`src/core/scss_pkg.sv`:
```
// package: constants and carriers for the card session sequencer
package scss_pkg;

  localparam int unsigned ADDR_W = 4;

  // register word offsets (byte addresses)
  localparam logic [ADDR_W-1:0] REG_CTRL   = 4'h0;
  localparam logic [ADDR_W-1:0] REG_STATUS = 4'h4;
  localparam logic [ADDR_W-1:0] REG_REQ    = 4'h8;
  localparam logic [ADDR_W-1:0] REG_RESULT = 4'hC;

  // control field positions
  localparam int unsigned CTRL_FDN_EN  = 0;
  localparam int unsigned CTRL_BDN_EN  = 1;
  localparam int unsigned CTRL_USES_DN = 2;
  localparam int unsigned CTRL_W       = 3;
  localparam logic [CTRL_W-1:0] CTRL_RESET = 3'h0;

  // request register fields
  localparam int unsigned REQ_KIND_LSB = 0;
  localparam int unsigned REQ_KIND_W   = 3;
  localparam int unsigned REQ_ARG_LSB  = 4;
  localparam int unsigned REQ_ARG_W    = 8;

  // status field positions
  localparam int unsigned ST_IDENT_VALID = 0;
  localparam int unsigned ST_LOC_VALID   = 1;
  localparam int unsigned ST_CC_SUPP     = 2;
  localparam int unsigned ST_FDN_SUPP    = 3;
  localparam int unsigned ST_PROFILE     = 4;
  localparam int unsigned ST_SEL_PEND    = 5;

  // result codes
  localparam logic [7:0] RES_OK         = 8'h00;
  localparam logic [7:0] RES_ACCESS_ERR = 8'h01;
  localparam logic [7:0] RES_REHAB_ERR  = 8'h02;
  localparam logic [7:0] RES_BAD_REQ    = 8'h03;

  // profile bits
  localparam int unsigned PROF_FDN = 0;
  localparam int unsigned PROF_CC  = 1;

  // file ids carried in the argument field
  localparam logic [7:0] FILE_IDENT = 8'h01;
  localparam logic [7:0] FILE_LOC   = 8'h02;

  typedef enum logic [2:0] {
    REQ_SELECT  = 3'h1,
    REQ_READ    = 3'h2,
    REQ_PROFILE = 3'h3,
    REQ_REHAB   = 3'h4,
    REQ_STATUS  = 3'h5
  } scss_req_e;

  typedef enum logic [1:0] {
    ST_IDLE = 2'b00,
    ST_EXEC = 2'b01,
    ST_DONE = 2'b11
  } scss_fsm_e;

  typedef struct packed {
    logic                 read;
    logic                 write;
    logic [ADDR_W-1:0]    address;
    logic [31:0]          writedata;
  } scss_bus_req_s;

  typedef struct packed {
    logic [REQ_KIND_W-1:0] kind;
    logic [REQ_ARG_W-1:0]  arg;
  } scss_cmd_s;

endpackage : scss_pkg

```
`src/core/scss_top.sv`:
```
// module: card-side session sequencer with avalon register slave
`timescale 1ns/1ns
// Behaviour
// - barred dialling rehab needs call control
// - invalidate both files after selection
// - both dialling enabled rejects fdn-only rehab
// - card may change idle polling interval
// - denied read returns error, no data
module scss_top
  import scss_pkg::*;
#(
  parameter int unsigned POLL_DEF = 30
) (
  input  wire logic                CORE_CLK_I,
  input  wire logic                RST_N_I,
  input  wire logic [ADDR_W-1:0]   AVS_ADDRESS_I,
  input  wire logic                AVS_READ_I,
  input  wire logic                AVS_WRITE_I,
  input  wire logic [31:0]         AVS_WRITEDATA_I,
  output logic      [31:0]         AVS_READDATA_O,
  output logic                     AVS_WAITREQUEST_O,
  output logic                     AVS_RESPONSE_ERR_O
);

  if (POLL_DEF == 0 || POLL_DEF > 255) begin : g_chk
    $error("POLL_DEF out of range");
  end

  typedef struct packed {
    scss_fsm_e           fsm;
    logic [CTRL_W-1:0]   ctrl;
    logic                ident_valid;
    logic                loc_valid;
    logic                prof_seen;
    logic [1:0]          prof;
    logic                sel_pend;
    logic [7:0]          result;
    logic [7:0]          data;
    logic [7:0]          poll_ivl;
    logic [31:0]         rdata;
    logic                err;
    scss_cmd_s           cmd;
  } scss_state_s;

  scss_state_s   s_q;
  scss_state_s   s_d;
  scss_bus_req_s bus;
  logic          rehab_ok;
  logic          read_ok;

  function automatic logic is_id_file(input logic [7:0] f);
    is_id_file = (f == FILE_IDENT) || (f == FILE_LOC);
  endfunction : is_id_file

  assign bus = '{read: AVS_READ_I, write: AVS_WRITE_I,
                 address: AVS_ADDRESS_I, writedata: AVS_WRITEDATA_I};

  scss_gate u_gate (
    .fdn_en_i      (s_q.ctrl[CTRL_FDN_EN]),
    .bdn_en_i      (s_q.ctrl[CTRL_BDN_EN]),
    .prof_fdn_i    (s_q.prof[PROF_FDN]),
    .prof_cc_i     (s_q.prof[PROF_CC]),
    .prof_seen_i   (s_q.prof_seen),
    .ident_valid_i (s_q.ident_valid && !s_q.sel_pend),
    .loc_valid_i   (s_q.loc_valid && !s_q.sel_pend),
    .rehab_ok_o    (rehab_ok),
    .read_ok_o     (read_ok)
  );

  always_comb begin
    s_d = s_q;
    case (s_q.fsm)
      ST_IDLE: begin
        if (bus.read || bus.write) begin
          s_d.fsm = ST_EXEC;
        end
      end
      ST_EXEC: begin
        s_d.fsm = ST_DONE;
        s_d.err = 1'b0;
        if (bus.read) begin
          case (bus.address)
            REG_CTRL:   s_d.rdata = {{(32-CTRL_W){1'b0}}, s_q.ctrl};
            REG_STATUS: s_d.rdata = {26'h000_0000, s_q.sel_pend, s_q.prof_seen,
                                     s_q.prof[PROF_FDN], s_q.prof[PROF_CC],
                                     s_q.loc_valid, s_q.ident_valid};
            REG_REQ:    s_d.rdata = {16'h0000, s_q.poll_ivl, s_q.data};
            REG_RESULT: s_d.rdata = {24'h00_0000, s_q.result};
            default: begin
              s_d.rdata = 32'h0000_0000;
              s_d.err   = 1'b1;
            end
          endcase
        end else begin
          s_d.rdata = 32'h0000_0000;
          case (bus.address)
            REG_CTRL: s_d.ctrl = bus.writedata[CTRL_W-1:0];
            REG_REQ: begin
              s_d.cmd.kind = bus.writedata[REQ_KIND_LSB +: REQ_KIND_W];
              s_d.cmd.arg  = bus.writedata[REQ_ARG_LSB +: REQ_ARG_W];
              // any command after a selection invalidates
              if (s_q.sel_pend) begin
                s_d.ident_valid = 1'b0;
                s_d.loc_valid   = 1'b0;
                s_d.sel_pend    = 1'b0;
              end
              s_d.result = RES_OK;
              case (s_d.cmd.kind)
                REQ_SELECT: begin
                  if (s_q.ctrl[CTRL_USES_DN] && is_id_file(s_d.cmd.arg)) begin
                    s_d.sel_pend = 1'b1;
                  end
                end
                REQ_READ: begin
                  if (is_id_file(s_d.cmd.arg) && !read_ok) begin
                    s_d.result = RES_ACCESS_ERR;
                    s_d.data   = 8'h00;
                  end else begin
                    s_d.data = s_d.cmd.arg;
                  end
                end
                REQ_PROFILE: begin
                  s_d.prof      = s_d.cmd.arg[1:0];
                  s_d.prof_seen = 1'b1;
                end
                REQ_REHAB: begin
                  if (rehab_ok) begin
                    s_d.ident_valid = 1'b1;
                    s_d.loc_valid   = 1'b1;
                    s_d.sel_pend    = 1'b0;
                  end else begin
                    s_d.result = RES_REHAB_ERR;
                  end
                end
                REQ_STATUS: begin
                  // nonzero argument sets idle poll interval
                  if (s_d.cmd.arg != 8'h00) begin
                    s_d.poll_ivl = s_d.cmd.arg;
                  end
                  s_d.data = s_q.poll_ivl;
                end
                default: s_d.result = RES_BAD_REQ;
              endcase
            end
            REG_STATUS, REG_RESULT: ;
            default: s_d.err = 1'b1;
          endcase
        end
      end
      ST_DONE: s_d.fsm = ST_IDLE;
      default: s_d.fsm = ST_IDLE;
    endcase
  end

  always_ff @(posedge CORE_CLK_I) begin
    if (!RST_N_I) begin
      s_q          <= '0;
      s_q.fsm      <= ST_IDLE;
      s_q.ctrl     <= CTRL_RESET;
      s_q.ident_valid <= 1'b1;
      s_q.loc_valid   <= 1'b1;
      s_q.poll_ivl <= 8'(POLL_DEF);
    end else begin
      s_q <= s_d;
    end
  end

  assign AVS_WAITREQUEST_O  = (bus.read || bus.write) && (s_q.fsm != ST_DONE);
  assign AVS_READDATA_O     = s_q.rdata;
  assign AVS_RESPONSE_ERR_O = s_q.err;

endmodule : scss_top

```
`src/core/scss_gate.sv`:
```
// module: access and rehabilitation gate for identity and location files
`timescale 1ns/1ns
module scss_gate
  import scss_pkg::*;
(
  input  wire logic  fdn_en_i,
  input  wire logic  bdn_en_i,
  input  wire logic  prof_fdn_i,
  input  wire logic  prof_cc_i,
  input  wire logic  prof_seen_i,
  input  wire logic  ident_valid_i,
  input  wire logic  loc_valid_i,
  output logic       rehab_ok_o,
  output logic       read_ok_o
);

  always_comb begin
    rehab_ok_o = 1'b1;
    if (bdn_en_i && !(prof_seen_i && prof_cc_i)) begin
      rehab_ok_o = 1'b0;
    end
    // both enabled, fdn without call control
    if (fdn_en_i && bdn_en_i && prof_fdn_i && !prof_cc_i) begin
      rehab_ok_o = 1'b0;
    end
    read_ok_o = ident_valid_i && loc_valid_i;
  end

endmodule : scss_gate

```
`config.mk`:
```
export PLATFORM = sky130hd
export DESIGN_NAME = scss_top
export DESIGN_NICKNAME = d
export VERILOG_FILES = /design/src/core/scss_pkg.sv /design/src/core/scss_top.sv /design/src/core/scss_gate.sv
export SDC_FILE = /design/constraint.sdc
export NUM_CORES = 1
export LEC_CHECK = 0
export BUFFER_PORTS_ARGS = -buffer_cell sky130_fd_sc_hd__buf_2
export CORE_MARGIN = 2
export CORE_UTILIZATION = 25
export CTS_BUF_LIST = sky130_fd_sc_hd__clkbuf_8 sky130_fd_sc_hd__clkbuf_16
export DETAILED_ROUTE_END_ITERATION = 7
export RECOVER_POWER = 25
export SYNTH_ARGS = -nofsm -noshare
export SYNTH_HDL_FRONTEND = slang
export SYNTH_SLANG_ARGS = --single-unit
```
`constraint.sdc`:
```
create_clock -name CORE_CLK_I -period 2.4 [get_ports CORE_CLK_I]
set_clock_uncertainty 0.15 [all_clocks]
set_input_delay 0.24 -clock CORE_CLK_I [delete_from_list [all_inputs] [get_ports CORE_CLK_I]]
set_output_delay 0.24 -clock CORE_CLK_I [all_outputs]
set_load 0.02 [all_outputs]
```
# Yosys cells after proc, flatten, opt, wreduce, memory -nomap -nowiden
# Index checks and enable logic that the tools add are counted.
[word_totals]
word_cells = 71
output_inout_bits = 34
input_bits = 40
ff_bits = 68
[classes]
n_eq_ne = 13
reduce_logical = 28
n_mux = 17
n_bitwise = 1
[op_table]
columns = ["op", "count"]
rows = [
  ["case mux 16 bit (4 select lines)", 1],
  ["2-to-1 mux 33 bit", 1],
  ["case mux 8 bit (3 select lines)", 1],
  ["case mux 8 bit (2 select lines)", 1],
  ["logical AND 1 bit", 11],
  ["2-to-1 mux 2 bit", 5],
  ["equality test 4 bit (second input constant)", 2],
  ["equality test 8 x 1 -> 1 bit (second input constant)", 1],
  ["equality test 8 x 2 -> 1 bit (second input constant)", 1],
  ["2-to-1 mux 8 bit", 1],
  ["AND reduction 4 bit", 2],
  ["nonzero test 8 bit", 1],
  ["equality test 3 x 2 -> 1 bit (second input constant)", 2],
  ["equality test 3 bit (second input constant)", 2],
  ["2-to-1 mux 1 bit", 6],
  ["AND reduction 3 bit", 2],
  ["AND reduction 5 bit", 1],
  ["equality test 4 x 3 -> 1 bit (second input constant)", 1],
  ["zero test 1 bit", 4],
  ["zero test 4 bit", 1],
  ["inequality test 2 bit (second input constant)", 2],
  ["case mux 2 bit (2 select lines)", 1],
  ["OR reduction 4 bit", 1],
  ["equality test 3 x 1 -> 1 bit (second input constant)", 1],
  ["other kinds (6)", 7],
]

# Longest topological paths before layout
# Gate-level depths: netlist of the first run.
[depth]
ltp_word = 7
mapped_depth = 6
depth_no_buf = 4

# Hierarchy
# From an unflattened synthesis of the first run, not the netlist that was laid out.
[hier_totals]
cells_unflattened = 251
hier_area_um2 = 2329.7
[by_module_without_submodules]
columns = ["module", "area_each_um2", "n_inst", "cells_per_inst"]
rows = [
  ["scss_top", 2313.5, 1, 249],
  ["scss_gate", 16.3, 1, 2],
]

# Worst setup path after synthesis of the first run
# OpenSTA, ideal clock, no wires.
[synth_timing]
kind = "register -> register"
startpoint = "reg s_q[78] (netlist bit)"
endpoint = "reg s_q[53] (netlist bit)"
arrival_ps = 1724
setup_ps = 74
period_less_slack_ps = 1948
slack_ps = 452
stages_incl_launch_ff = 6
path_buffers = 1
t_required_ps = 2176
cell_sequence = "dfxtp_1 > or4b_4 > a2111oi_4 > buf_6 > o21ai_1 > a31oi_1"
[synth_between]
elab_chain_cells = 2
[synth_lines]
columns = ["item", "line", "rtl"]
rows = [
  ["start, declared", "scss_top.sv:45", "scss_state_s s_q;"],
  ["equality test 2 x 1 -> 1 bit", "scss_top.sv:72", "case (s_q.fsm)"],
  ["AND reduction 4 bit (no source line)", "n/a", ""],
]
# No other way between the ends.
# A chain may end at the register's enable or synchronous reset.

# Worst setup path in the final report of the first run
[layout_timing]
startpoint = "reg s_q[78] (netlist bit)"
endpoint = "reg s_q[59] (netlist bit)"
# The elaborated chain is that of the path after synthesis.

==> run summary, run 1 <==
Buf+Inv Stages, Crit Path: 1
Worst VDD drop: 0.000270 V
# clock sinks: 46
Max-slew headroom: 54.2%
PnR worst setup slack: 0.350 ns
Mapped Avg Cell Area: 8.74 um^2
Critical Path Fanout Max: 16
Synth top area share: 40.7%
via count: 1729
share of cells above drive strength 1: 14.5%
gpl congestion: 0.802
worst slew pin tran: 0.687 ns
full die area: 9840 um^2
Post-synth top flop: dfxtp_1
Die W: 99.2 um
Yosys Warn Count: 0
# DRC: 0
per-cell routed wire length: 13.1 um
CP Data Required Time: 2.47 ns
initial antenna violation count: 0
Post-synth ARST share: 0%
Reg clk slew, reported paths: 0.08 ns
register area: 921 um^2
Nets: 314
Starting Density: 25.8%
Synth cell types: 46
worst-skew pair later-pin latency: 0.30 ns
CP endpoint kind: register
Commonest cells post-synth: dfxtp_1 (46), nor2_1 (34), nand2_1 (33)
Layout area overhead: 8.18%
CTS tree: done
synthesized area: 2260 um^2
Critical-path top delay cell: or4b_4
Layout fillers: 944
Post-synth EDFFs: 0
cell taking the most area after synthesis: dfxtp_1
DP Worst Slack: 0.370 ns
Initial DRC Count: 78
# port buffers: 36
clk buf depth: 2
CTS Hold Buffers Added: 0
synthesized flop and latch total: 46
critical path cell sequence: or4b_4, a2111oi_4, buf_4, nor2_1, a311oi_1
worst hold path depth: 3
drt first pass iters: 4
Root Buffer: clkbuf_8
Area contributors post-synth: dfxtp_1 (41%), buf_4 (11%), nor2_1 (5.6%), nand2_1 (5.5%), mux2i_1 (5.3%)
most frequent cell after synthesis: dfxtp_1
# H-tree levels: 2
CP Launch Type: register
status: finished, final reports clean
total of max-cap violations: 0
Total Power: 1.47 mW
post-CTS setup buffer count: 0
Top Family by Delay on Critical Path: simple AND/OR/NAND/NOR gates
Seq/Total Area, Yosys: 40.7%
Vias per Instance: 4.51
antenna cells: 0
CP Data Arrival Time: 2.12 ns
gr ovfl total: 0
# setup viols final: 0
# rows: 34
max-slew violation count: 0
Period Utilization, post-route: 85.4%
dpl hpwl: 3.82 mm
global-route usage over all layers: 11.0%
CTS buffer count: 5
max incr delay on CP: 0.60 ns
Crit path depth: 5
first-pass GRT wire length: 8.66 mm
core box area: 8760 um^2
Ports: 74
largest net degree at the start of global routing: 19
Chip Height: 99.2 um
Worst Reg2Reg Path Length in Cells: 5
setup_tns: 0 ns
Pwr Density: 602 nW/um^2
PostCTS Resize Cnt: 0
post-detailed-routing wire length: 5.01 mm
antenna-violating nets left: 0
area occupied by multi-input gates: 1060 um^2
RSZ-0062 raised after global routing: false
crit path time final: 2.05 ns
vias in the first global route: 1758
Min-Delay Path Class: input pin to register
Fmax achieved: 0.488 GHz
final core occ: 28.0%
Static Leak: 0.935 nW
Hold Violations, Final: 0
Mapped Cells: 259
Crit Path Class: register to register
==> worst paths after layout <==
check                                        start                  to  slack, ns
worst max-delay path                       s_q[78]             s_q[59]       0.35
worst max register to register             s_q[78]             s_q[59]       0.35
worst min-delay path            AVS_WRITEDATA_I[9]             s_q[49]       0.06
worst min register to register  AVS_RESPONSE_ERR_O  AVS_RESPONSE_ERR_O       0.31
==> flip-flops by register name, indices dropped and copies added (netlist names) <==
register            cells
AVS_RESPONSE_ERR_O      1
AVS_READDATA_O         16
s_q                    29
==> kinds of logic after synthesis <==
kind of cell              share of synthesized area, %
DFF                                               40.7
xor gates and xnor gates                         0.387
AOI/OAI and AO/OA                                 17.3
and+or+nand+nor                                   19.1
muxes                                             7.29
other                                            0.166
buffers and inverters                             15.0
==> report_power, final <==
part           internal [mW]  switching, mW  leakage [nW]
Clock                  0.303          0.258        0.0607
Sequential             0.769        0.00484         0.371
Combinational         0.0400         0.0991         0.503
Total                   1.11          0.362         0.935
==> cells in the final DEF (no fill, tap or decap), drive strengths merged, types with 2 or more instances in the layout <==
cell and instances:
mux2i 12, a22oi 14, nand2 33, a31oi 4, a21oi 8, conb 16, mux4 2, o21ai 6
a311oi 6, clkbuf 21, or4 2, a22o 3, dfxtp 46, nor2b 3, nor3 4, nand2b 2
o211ai 3, buf 27, a21o 2, nand4 2, nor2 34, inv 6
==> worst min-delay path, delay by kind of cell <==
| kind | cells | cell delay, ns |
|---|---|---|
| buf+inv | 1 | 0.12 |
| mux | 1 | 0.06 |
| simple gates | 1 | 0.05 |
==> cell type report <==
cell class                 instances  share of cell area (%)
clock buffer                       5                    2.81
sequential                        46                    37.6
tap                              108                    5.52
timing repair buffer              43                    8.68
clock inverter                     3                    1.53
multi-input combinational        174                    43.3
inverter                           4                   0.613
==> stage by stage <==
stage | cell area, um^2 | instances | hold slack [ns]
2_1_floorplan | 2320 | 274 | 0.201
3_3_place_gp | 2360 | 375 | 0.292
3_5_place_dp | 2360 | 375 | 0.295
4_1_cts | 2470 | 383 | 0.0570
5_1_grt | 2450 | 383 | 0.0681
6_report | 2450 | 383 | 0.0589
==> per-layer routing <==
| metal | global-route usage [%] | share of wire [%] | up-vias |
|---|---|---|---|
| li1 | - | - | 889 |
| met1 | 13.6 | 46 | 783 |
| met2 | 17.5 | 45 | 50 |
| met3 | 4.43 | 6.9 | 7 |
| met4 | 3.58 | 1.7 | 0 |
| met5 | 0 | 0 | - |
(Power assumes the default switching activity.)
==> inputs of run 2 (changes only) <==
--- a/config.mk
+++ b/config.mk
@@ -7,7 +7,7 @@
 export LEC_CHECK = 0
 export BUFFER_PORTS_ARGS = -buffer_cell sky130_fd_sc_hd__buf_2
 export CORE_MARGIN = 2
-export CORE_UTILIZATION = 25
+export CORE_UTILIZATION = 35
 export CTS_BUF_LIST = sky130_fd_sc_hd__clkbuf_8 sky130_fd_sc_hd__clkbuf_16
 export DETAILED_ROUTE_END_ITERATION = 7
 export RECOVER_POWER = 25
==> run 2 against run 1 <==
Compared with the run above:
- core utilization grew 10 points
- fmax shrank 3.6%
- routed wire length down 1.4%
- critical path type unchanged
- critical endpoint is now s_q[55]
==> run summary, run 2 (synthesis results as in run 1) <==
crit path time final: 2.13 ns (+0.0767 ns)
Fin Hold WS: 0.0612 ns (+0.00235 ns)
Worst Reg2Reg Path Length in Cells: 5 (unchanged)
leading cell types in the layout, fill and taps excluded: dfxtp_1 (46), nor2_1 (34), nand2_1 (33)
CP endpoint kind: register
# rows: 29 (-15%)
first-pass GRT wire length: 8.39 mm (-3.1%)
core box area: 6310 um^2 (-28%)
PnR worst setup slack: 0.273 ns (-0.0767 ns)
Root Buffer: clkbuf_8
post-detailed-routing wire length: 4.94 mm (-1.4%)
post-CTS setup buffer count: 0 (unchanged)
antenna-violating nets left: 0 (unchanged)
Crit Path Class: register to register
gr ovfl total: 0 (unchanged)
Static Leak: 0.931 nW (-0.42%)
status: finished, final reports clean
max-slew violation count: 0 (unchanged)
worst hold path depth: 3 (unchanged)
Nets: 314 (unchanged)
vias in the first global route: 1674 (-4.8%)
via count: 1760 (+1.8%)
CP Data Arrival Time: 2.19 ns (+0.07 ns)
setup_tns: 0 ns (unchanged)
Vias per Instance: 5.00 (+11%)
PostCTS Resize Cnt: 0 (unchanged)
Min-Delay Path Class: input pin to register
initial antenna violation count: 0 (unchanged)
CP Launch Type: register
Die W: 84.4 um (-15%)
# port buffers: 36 (unchanged)
Largest Register: s_q
register area: 921 um^2 (unchanged)
worst-skew pair later-pin latency: 0.30 ns (about the same)
drt first pass iters: 4 (unchanged)
Hold Violations, Final: 0 (unchanged)
Worst VDD drop: 0.000290 V (+7.4%)
DP Worst Slack: 0.306 ns (-0.0642 ns)
Period Utilization, post-route: 88.6% (+3.2 points)
gpl congestion: 0.802 (about the same)
RSZ-0062 raised after global routing: false
Layout area overhead: 6.57%
CTS Hold Buffers Added: 0 (unchanged)
antenna cells: 0 (unchanged)
CTS buffer count: 5 (unchanged)
clk buf depth: 2 (unchanged)
Reg clk slew, reported paths: 0.09 ns (about the same)
area occupied by multi-input gates: 1060 um^2 (unchanged)
CP Data Required Time: 2.46 ns (about the same)
Max-slew headroom: 52.4% (-1.8 points)
# H-tree levels: 2 (unchanged)
Initial DRC Count: 151 (+94%)
Fmax achieved: 0.470 GHz (-3.6%)
Ports: 74 (unchanged)
# clock sinks: 46 (unchanged)
global-route usage over all layers: 14.7% (+3.7 points)
Chip Height: 84.4 um (-15%)
share of cells above drive strength 1: 15.3% (+0.73 points)
total of max-cap violations: 0 (unchanged)
Critical Path Fanout Max: 16 (unchanged)
largest net degree at the start of global routing: 20 (+1)
full die area: 7130 um^2 (-28%)
# setup viols final: 0 (unchanged)
dpl hpwl: 3.61 mm (-5.3%)
Layout fillers: 662 (-30%)
commonest non-fill, non-tap cell in the layout: dfxtp_1
# DRC: 0 (unchanged)
Pwr Density: 614 nW/um^2 (+2.1%)
number of flip-flops under the largest register name: 29 (unchanged)
CTS tree: done
worst slew pin tran: 0.714 ns (+0.0273 ns)
Starting Density: 35.9% (+10 points)
per-cell routed wire length: 14.0 um (+7.3%)
Total Power: 1.48 mW (+0.57%)
run 2: cell types whose count changed in the layout (fill, tap and decap cells not counted), sizes merged:
cell	change
inv	-2
clkinv	+2
run 2: layout make-up:
type                       instances  share of cell area (%)
clock inverter                     3                    1.66
inverter                           4                   0.622
sequential                        46                    38.2
timing repair buffer              43                    8.81
multi-input combinational        174                    43.9
clock buffer                       5                    2.85
tap                               77                    3.99
run 2: through the flow:
step	utilization (%)	std cells	cell area [um^2]
3_5_place_dp	36.8	344	2320
3_3_place_gp	36.8	344	2320
2_1_floorplan	-	274	2320
4_1_cts	38.5	352	2430
6_report	38.2	352	2410
5_1_grt	38.2	352	2410
run 2: routing by layer:
layer | global-route usage [%] | vias up | wire [um]
met1 | 19.3 | 839 | 2360
met5 | 0 | - | 0
met2 | 23.4 | 33 | 2350
met4 | 5.05 | 0 | 19
li1 | - | 886 | -
met3 | 4.03 | 2 | 209
run 2: worst paths after layout:
| path | from | endpoint | slack, ns |
|---|---|---|---|
| setup / recovery | s_q[78] | s_q[55] | 0.27 |
| hold / removal | AVS_WRITE_I | s_q[77] | 0.06 |
| setup reg to reg | s_q[78] | s_q[55] | 0.27 |
| hold reg to reg | AVS_READDATA_O[5] | AVS_READDATA_O[5] | 0.31 |
run 2: critical path: stages, from the launching register on:
cell and delay, ns:
dfxtp_1 0.35, or4b_4 0.60, a2111oi_4 0.34, buf_4 0.26
nor2_1 0.07, a311oi_1 0.26
run 2: power by group:
part | total [mW] | switching, mW | leakage, nW | internal (mW)
clock network | 0.568 | 0.262 | 0.0579 | 0.307
logic | 0.140 | 0.0998 | 0.502 | 0.0406
registers | 0.774 | 0.00499 | 0.371 | 0.769
total | 1.48 | 0.366 | 0.931 | 1.12
